--- src/verilog/drive_enable_pkg.sv ---
package drive_enable_pkg;

	// Register offsets (word index on the plain register port)
	localparam logic [3:0] ADDR_ENABLE_COND  = 4'h0;
	localparam logic [3:0] ADDR_SEQ_INPUTS   = 4'h1;
	localparam logic [3:0] ADDR_SW_ENABLE    = 4'h2;
	localparam logic [3:0] ADDR_IRQ_STATUS   = 4'h3;
	localparam logic [3:0] ADDR_IRQ_ENABLE   = 4'h4;
	localparam logic [3:0] ADDR_IRQ_CLEAR    = 4'h5;

	// Reset values
	localparam logic       SW_ENABLE_RESET   = 1'h1;
	localparam logic [3:0] IRQ_ENABLE_RESET  = 4'h0;

	// Enable condition field positions
	localparam int EC_HW_ENABLE   = 0;
	localparam int EC_SW_ENABLE   = 1;
	localparam int EC_REGEN       = 2;
	localparam int EC_UNUSED      = 3;
	localparam int EC_FIXED_ONE   = 4;
	localparam int EC_THERMAL_OK  = 5;
	localparam int EC_OPTIONS_OK  = 6;
	localparam int EC_SLOT_BASE   = 7;
	localparam int EC_NOT_STANDBY = 11;
	localparam int EC_WIDTH       = 12;
	localparam int SLOT_COUNT     = 4;

	// Sequencer input field positions
	localparam int SQ_FINAL_EN    = 0;
	localparam int SQ_UNUSED      = 1;
	localparam int SQ_UNDERVOLT   = 2;
	localparam int SQ_CONTACTOR   = 3;
	localparam int SQ_TRIPPED     = 4;
	localparam int SQ_SYNCED      = 5;
	localparam int SQ_WIDTH       = 6;

	// Interrupt event bit positions
	localparam int EV_FINAL_RISE  = 0;
	localparam int EV_FINAL_FALL  = 1;
	localparam int EV_TRIP        = 2;
	localparam int EV_UNDERVOLT   = 3;
	localparam int EV_WIDTH       = 4;

	// Raw condition inputs as gathered from the drive
	typedef struct packed {
		logic                  hw_enable;
		logic                  regen_mode;
		logic                  thermal_all_read;
		logic                  options_ready;
		logic                  options_timeout;
		logic [SLOT_COUNT-1:0] slot_disable;
		logic                  standby;
		logic                  under_voltage;
		logic                  contactor_closed;
		logic                  tripped;
		logic                  synchronized;
	} drive_cond_t;

	// Register port request
	typedef struct packed {
		logic [3:0]  addr;
		logic [31:0] wdata;
		logic        wr;
		logic        rd;
	} reg_req_t;

endpackage

--- src/verilog/drive_enable_condition_status.sv ---
// The implementer's own choices: the address map and the strobed register port.
`timescale 1ns/1ps
module drive_enable_condition_status (
	input  wire logic                          core_clk_in,
	input  wire logic                          reset_in,
	input  wire drive_enable_pkg::drive_cond_t cond_in,
	input  wire drive_enable_pkg::reg_req_t    reg_req_in,
	output logic [31:0]                        reg_rdata_out,
	output logic                               final_enable_out,
	output logic                               irq_out
);

	// Register map, word index on the plain port
	//   Index 0: enable condition word, read only, 12 bits
	//   Index 1: sequencer input word, read only, 6 bits
	//   Index 2: software drive enable, bit 0, read and write
	//   Index 3: interrupt status, read only, sticky bits
	//   Index 4: interrupt enable, read and write
	//   Index 5: interrupt clear, write ones to clear
	//   Any other index reads zero and ignores writes
	//
	// Enable condition word layout
	//   Bit 0: hardware enable, after the synchroniser
	//   Bit 1: software drive enable register
	//   Bit 2: regenerative mode indication
	//   Bit 3: no condition, always zero
	//   Bit 4: constant one
	//   Bit 5: thermal model has read every thermistor
	//   Bit 6: option modules ready, or their wait ran out
	//   Bits 7 to 10: per slot, zero while that slot blocks
	//   Bit 11: zero while in standby
	//
	// Sequencer input word layout
	//   Bit 0: final drive enable
	//   Bit 1: unused, always zero
	//   Bit 2: DC link under-voltage
	//   Bit 3: charge contactor closed
	//   Bit 4: drive tripped
	//   Bit 5: front end synchronised to supply
	//
	// Interrupt event layout
	//   Bit 0: final enable rose
	//   Bit 1: final enable fell
	//   Bit 2: trip began
	//   Bit 3: under-voltage began
	//
	// Timing through the block
	//   Condition sampled at edge k enters the first flop
	//   Second flop holds it one edge later
	//   Status words and final enable follow one edge after that
	//   Read data stands only in the cycle after the read strobe
	//   Interrupt output follows status with no extra delay
	//
	// Latency trade-off
	//   Three edges from pin to final enable
	//   Cheap compared with drive sequencer reaction times
	//   Buys a glitch free, metastability safe enable
	//
	// Readiness latches
	//   Thermal and option readiness only ever rise
	//   A later drop of those inputs is ignored until reset
	//   Thermal and option latches lag the other bits by one edge
	//
	// Software enable
	//   Resets to one so a drive with no host can run
	//   Clearing it removes bit 1 and blocks final enable
	//   Only bit 0 of the write data is kept
	//
	// Interrupt behaviour
	//   Status bits stay set until software clears them
	//   An event in the same cycle as its clear wins
	//   Enable bits mask the output, not the status
	//   Output is a level, high while any enabled bit is set
	//
	// Register port limits
	//   Writes and reads are single cycle, never both at once
	//   The port never stalls the master
	//   Writes to read-only words are silently dropped
	//
	// Hazards for users
	//   Conditions shorter than one clock may be missed
	//   Edge events need the level to hold only one edge
	//   Read data is zero outside its one valid cycle

	// Conditions come from other domains and pins: two-stage synchroniser
	drive_enable_pkg::drive_cond_t cond_meta_reg;
	drive_enable_pkg::drive_cond_t cond_sync_reg;

	always_ff @(posedge core_clk_in) begin
		if (reset_in) begin
			cond_meta_reg <= '0;
			cond_sync_reg <= '0;
		end else begin
			cond_meta_reg <= cond_in;
			cond_sync_reg <= cond_meta_reg;
		end
	end

	// Software drive enable, on by default so a bare drive can run
	logic sw_enable_reg;

	always_ff @(posedge core_clk_in) begin
		if (reset_in) begin
			sw_enable_reg <= drive_enable_pkg::SW_ENABLE_RESET;
		end else if (reg_req_in.wr && reg_req_in.addr == drive_enable_pkg::ADDR_SW_ENABLE) begin
			sw_enable_reg <= reg_req_in.wdata[0];
		end
	end

	// Thermal and option readiness latch once; they never fall back
	logic thermal_ok_reg;
	logic options_ok_reg;

	always_ff @(posedge core_clk_in) begin
		if (reset_in) begin
			thermal_ok_reg <= 1'h0;
			options_ok_reg <= 1'h0;
		end else begin
			if (cond_sync_reg.thermal_all_read) begin
				thermal_ok_reg <= 1'h1;
			end
			if (cond_sync_reg.options_ready || cond_sync_reg.options_timeout) begin
				options_ok_reg <= 1'h1;
			end
		end
	end

	// One ready bit per option slot; low while that slot holds the drive off
	logic [drive_enable_pkg::SLOT_COUNT-1:0] slot_ok;

	genvar slot_idx;

	// Slot 1 lands in the lowest slot bit of the word
	generate
		for (slot_idx = 0; slot_idx < drive_enable_pkg::SLOT_COUNT; slot_idx++) begin : g_slot
			assign slot_ok[slot_idx] = ~cond_sync_reg.slot_disable[slot_idx];
		end
	endgenerate

	// Enable condition word assembled combinationally
	logic [drive_enable_pkg::EC_WIDTH-1:0] enable_cond_next;
	logic [drive_enable_pkg::EC_WIDTH-1:0] enable_cond_mask;

	always_comb begin
		enable_cond_next = '0;
		enable_cond_next[drive_enable_pkg::EC_HW_ENABLE]   = cond_sync_reg.hw_enable;
		enable_cond_next[drive_enable_pkg::EC_SW_ENABLE]   = sw_enable_reg;
		enable_cond_next[drive_enable_pkg::EC_REGEN]       = cond_sync_reg.regen_mode;
		enable_cond_next[drive_enable_pkg::EC_UNUSED]      = 1'h0;
		enable_cond_next[drive_enable_pkg::EC_FIXED_ONE]   = 1'h1;
		enable_cond_next[drive_enable_pkg::EC_THERMAL_OK]  = thermal_ok_reg;
		enable_cond_next[drive_enable_pkg::EC_OPTIONS_OK]  = options_ok_reg;
		enable_cond_next[drive_enable_pkg::EC_NOT_STANDBY] = ~cond_sync_reg.standby;
		enable_cond_next[drive_enable_pkg::EC_SLOT_BASE +: drive_enable_pkg::SLOT_COUNT] =
			slot_ok;
	end

	// Bit 3 is not a condition, so it is masked out of the final enable
	always_comb begin
		enable_cond_mask = '1;
		enable_cond_mask[drive_enable_pkg::EC_UNUSED] = 1'h0;
	end

	// Final enable: all conditions must hold; clearing sw enable blocks it
	logic final_enable_next;

	assign final_enable_next = &(enable_cond_next | ~enable_cond_mask);

	// Status words registered so reads and output see one consistent snapshot
	logic [drive_enable_pkg::EC_WIDTH-1:0] enable_cond_reg;
	logic [drive_enable_pkg::SQ_WIDTH-1:0] seq_inputs_reg;
	logic                                  final_enable_reg;

	always_ff @(posedge core_clk_in) begin
		if (reset_in) begin
			enable_cond_reg  <= '0;
			final_enable_reg <= 1'h0;
		end else begin
			enable_cond_reg  <= enable_cond_next;
			final_enable_reg <= final_enable_next;
		end
	end

	always_ff @(posedge core_clk_in) begin
		if (reset_in) begin
			seq_inputs_reg <= '0;
		end else begin
			seq_inputs_reg[drive_enable_pkg::SQ_FINAL_EN]  <= final_enable_next;
			seq_inputs_reg[drive_enable_pkg::SQ_UNUSED]    <= 1'h0;
			seq_inputs_reg[drive_enable_pkg::SQ_UNDERVOLT] <= cond_sync_reg.under_voltage;
			seq_inputs_reg[drive_enable_pkg::SQ_CONTACTOR] <= cond_sync_reg.contactor_closed;
			seq_inputs_reg[drive_enable_pkg::SQ_TRIPPED]   <= cond_sync_reg.tripped;
			seq_inputs_reg[drive_enable_pkg::SQ_SYNCED]    <= cond_sync_reg.synchronized;
		end
	end

	assign final_enable_out = final_enable_reg;

	// Interrupt events: edges of final enable, trip and under-voltage onset
	logic [drive_enable_pkg::EV_WIDTH-1:0] event_now;
	logic [drive_enable_pkg::EV_WIDTH-1:0] irq_status_reg;
	logic [drive_enable_pkg::EV_WIDTH-1:0] irq_enable_reg;
	logic [drive_enable_pkg::EV_WIDTH-1:0] irq_clear;

	always_comb begin
		event_now = '0;
		event_now[drive_enable_pkg::EV_FINAL_RISE] = final_enable_next & ~final_enable_reg;
		event_now[drive_enable_pkg::EV_FINAL_FALL] = ~final_enable_next & final_enable_reg;
		event_now[drive_enable_pkg::EV_TRIP]       = cond_sync_reg.tripped &
			~seq_inputs_reg[drive_enable_pkg::SQ_TRIPPED];
		event_now[drive_enable_pkg::EV_UNDERVOLT]  = cond_sync_reg.under_voltage &
			~seq_inputs_reg[drive_enable_pkg::SQ_UNDERVOLT];
	end

	assign irq_clear = (reg_req_in.wr && reg_req_in.addr == drive_enable_pkg::ADDR_IRQ_CLEAR) ?
		reg_req_in.wdata[drive_enable_pkg::EV_WIDTH-1:0] : '0;

	// Set wins over a clear in the same cycle so no event is lost
	always_ff @(posedge core_clk_in) begin
		if (reset_in) begin
			irq_status_reg <= '0;
		end else begin
			irq_status_reg <= (irq_status_reg & ~irq_clear) | event_now;
		end
	end

	always_ff @(posedge core_clk_in) begin
		if (reset_in) begin
			irq_enable_reg <= drive_enable_pkg::IRQ_ENABLE_RESET;
		end else if (reg_req_in.wr && reg_req_in.addr == drive_enable_pkg::ADDR_IRQ_ENABLE) begin
			irq_enable_reg <= reg_req_in.wdata[drive_enable_pkg::EV_WIDTH-1:0];
		end
	end

	assign irq_out = |(irq_status_reg & irq_enable_reg);

	// Read data one cycle after the strobe, zero otherwise and when unmapped
	// Zero outside the valid cycle keeps a shared read bus simple to OR
	// Status words are read from their snapshot flops, not the raw terms
	// Clear register reads zero, being write only
	always_ff @(posedge core_clk_in) begin
		if (reset_in) begin
			reg_rdata_out <= 32'h0;
		end else if (reg_req_in.rd) begin
			case (reg_req_in.addr)
				drive_enable_pkg::ADDR_ENABLE_COND: reg_rdata_out <= {20'h0, enable_cond_reg};
				drive_enable_pkg::ADDR_SEQ_INPUTS:  reg_rdata_out <= {26'h0, seq_inputs_reg};
				drive_enable_pkg::ADDR_SW_ENABLE:   reg_rdata_out <= {31'h0, sw_enable_reg};
				drive_enable_pkg::ADDR_IRQ_STATUS:  reg_rdata_out <= {28'h0, irq_status_reg};
				drive_enable_pkg::ADDR_IRQ_ENABLE:  reg_rdata_out <= {28'h0, irq_enable_reg};
				default:                            reg_rdata_out <= 32'h0;
			endcase
		end else begin
			reg_rdata_out <= 32'h0;
		end
	end

endmodule

--- config.mk ---
export PLATFORM = sky130hd
export DESIGN_NAME = drive_enable_condition_status
export DESIGN_NICKNAME = d
export VERILOG_FILES = /design/src/verilog/drive_enable_pkg.sv /design/src/verilog/drive_enable_condition_status.sv
export SDC_FILE = /design/constraint.sdc
export NUM_CORES = 1
export LEC_CHECK = 0
export ABC_AREA = 1
export BUFFER_PORTS_ARGS = -buffer_cell sky130_fd_sc_hd__clkbuf_2
export CORE_UTILIZATION = 52
export CTS_CLUSTER_DIAMETER = 30
export DETAILED_ROUTE_END_ITERATION = 7
export PLACE_DENSITY = 0.84
export SYNTH_ARGS = -nofsm -noshare
export SYNTH_HDL_FRONTEND = slang
export SYNTH_SLANG_ARGS = --single-unit
--- constraint.sdc ---
create_clock -name core_clk_in -period 1.7 [get_ports core_clk_in]
set_input_delay 0.17 -clock core_clk_in [delete_from_list [all_inputs] [get_ports core_clk_in]]
set_output_delay 0.17 -clock core_clk_in [all_outputs]
set_load 0.01 [all_outputs]
==> impl_metrics.py <==
metrics = {
    "run_status": {
        "status": "completed",
    },
    "timing": {
        "finalClockSkew_ns": 0.00775,
        "finalHoldViolCount": 0,
        "fmax_mhz": 860,
        "slew_viol_final": 0,
        "min_period_over_period_pct": 68.4,
        "tns_ns": 0,
        "rsz0062_at_grt": "false",
        "setup_violations": 0,
        "min_period_ns": 1.16,
    },
    "critical_path": {
        "r2r_slack_ns": 0.71,
        "end_kind": "output pin",
        "crit_fanout": 3,
        "critical_path_arrival_ns": 0.99,
        "path_class": "register to output pin",
        "critical_path_required_ns": 1.53,
        "critPathLaunchType": "register",
        "reg2regPathDepth": 5,
    },
    "yosys": {
        "synth_flop_cell": "dfxtp_1",
        "yosysTopAreaCellShare_pct": 56.3,
        "ys_seq_area_share_pct": 56.3,
        "synth_area_leaders": "dfxtp_1, nor2_1, inv_1",
        "synth_area_sq_um": 2380,
        "synth_edf_count": 0,
        "avgSynthCellArea_sq_um": 7.97,
        "synth_cell_types": 18,
        "synthCells": 299,
        "synthTopCellsByCount": "dfxtp_1, nor2_1, inv_1, nand2_1, buf_4",
        "yosysWarnings": 0,
        "synth_top_area_cell": "dfxtp_1",
        "ys_ff_latch": 67,
        "synthArstFlopShare_pct": 0,
    },
    "final_layout": {
        "final_nets": 397,
        "antenna_cells": 0,
        "final_cells": 400,
        "drive_gt1_share_pct": 18.1,
        "area_growth_pct": 15.4,
        "fin_util_pct": 62.7,
    },
    "clock_tree": {
        "tritoncts": "done",
        "cts.clk_slew.worst_paths_ns": 0.06,
        "htree_levels": 3,
        "cts_hold_buf": 0,
        "clk_latency_ns": 0.33,
        "clockRootBuffer": "clkbuf_8",
        "post-cts-setup-buffer-count": 0,
        "cts.sinks": 67,
        "numCtsBuffers": 9,
        "cts_max_path_buffers": 2,
        "cts_resized": 0,
    },
    "floorplan": {
        "die_w_um": 69.7,
        "dieArea_sq_um": 4860,
        "io_pins": 88,
        "die_y_um": 69.7,
        "core_sq_um": 4380,
        "rows": 24,
        "start_util_pct": 54.4,
    },
    "pwr": {
        "power.leakage_nw": 1.36,
        "power_density_nw_per_um2": 1150,
        "total_power_mw": 3.17,
        "irDropWorstVdd_uv": 654,
    },
    "detailed_routing": {
        "dr.pass1.iters": 4,
        "drtIter0Drc": 87,
        "drc_errors": 0,
        "final_antenna_net_count": 0,
        "route.vias.total": 1717,
        "wl_per_cell_um": 8.92,
        "routed_wl_mm": 3.57,
        "viasPerCell": 4.29,
    },
    "place": {
        "portBuffers": 39,
        "dp_hpwl_mm": 2.58,
        "placed_cells": 384,
        "gp_congestion": 0.843,
    },
    "global_route": {
        "grt_max_degree": 47,
        "met3_usage_pct": 6.98,
        "grt_first_pass_wirelength_mm": 5.84,
        "grt-ovfl-total": 0,
        "gr-usage-met1_pct": 18.6,
        "grt_pass1_vias": 1403,
        "top_usage_layer": "met2",
        "antenna_found_initial": 0,
        "grtUsageMet2_pct": 23.7,
        "track_usage_pct": 16.0,
    },
    "job": {
        "cap_viol_max_count": 0,
    },
    "worst_hold_path": {
        "worstHoldPathType": "input pin to register",
        "hold_depth": 3,
    },
}
-- stage by stage --
| step | cell area, sq um | hold slack [ns] | setup WS [ns] |
|---|---|---|---|
| after global routing | 2750 | 0.00913 | 0.472 |
| after floorplan | 2450 | 0.277 | 0.837 |
| after detailed placement | 2540 | 0.365 | 0.545 |
| after global placement | 2540 | 0.367 | 0.545 |
| final | 2750 | 0.0206 | 0.538 |
| after CTS | 2750 | 0.000423 | 0.514 |
-- path summary, 6_finish.rpt --
path | start | to
max reg2reg | sw_enable_reg$_SDFFE_PP1P_ | irq_status_reg[1]$_SDFF_PP0_
max | irq_enable_reg[2]$_SDFFE_PP0P_ | irq_out
min | cond_in[10] | cond_meta_reg[10]$_SDFF_PP0_
min reg2reg | cond_meta_reg[0]$_SDFF_PP0_ | cond_sync_reg[0]$_SDFF_PP0_
-- report_power, final --
part           switching (mW)  internal (mW)  total [mW]
Sequential             0.0216           1.63        1.65
Clock                   0.540          0.815        1.35
Combinational           0.110         0.0556       0.166
-- worst max-delay path, cell delays in order (launching register included) --
cell and delay, ns:
dfxtp_1 0.36, nand2_1 0.07, nand4_1 0.09, clkbuf_2 0.13
-- placed cells by master (no fill, tap or decap), drive strengths merged --
cell and n:
nand2 47, o21ai 6, nor3 1, buf 1
bufinv 2, inv 53, nand3 15, a21oi 5
nor2 72, clkbuf 49, dfxtp 67, nand4 5
clkinv 4, conb 20, nor4 1
-- cells by family after synthesis --
family,count (synthesis),share of synthesized area [%]
other,1,0.157
AOI/OAI and AO/OA,11,2.31
buffers and inverters,79,16.0
and+or+nand+nor,141,25.2
DFF,67,56.3
-- final cells by class --
class / instances / area [sq um]
inverter: 53 / 201
tap: 52 / 65.1
sequential: 67 / 1340
clock buffer: 10 / 128
fill: 395 / 1630
clock inverter: 6 / 80.1
timing repair buffer: 40 / 203
multi-input combinational: 172 / 732
-- metal layers --
metal / up-vias / routed length (um) / share of wire [%]
met5: - / 0 / 0
met4: 0 / 77 / 2.2
met3: 7 / 208 / 5.8
met2: 58 / 1620 / 45
met1: 718 / 1660 / 47
li1: 934 / - / -
(Power assumes the default switching activity.)
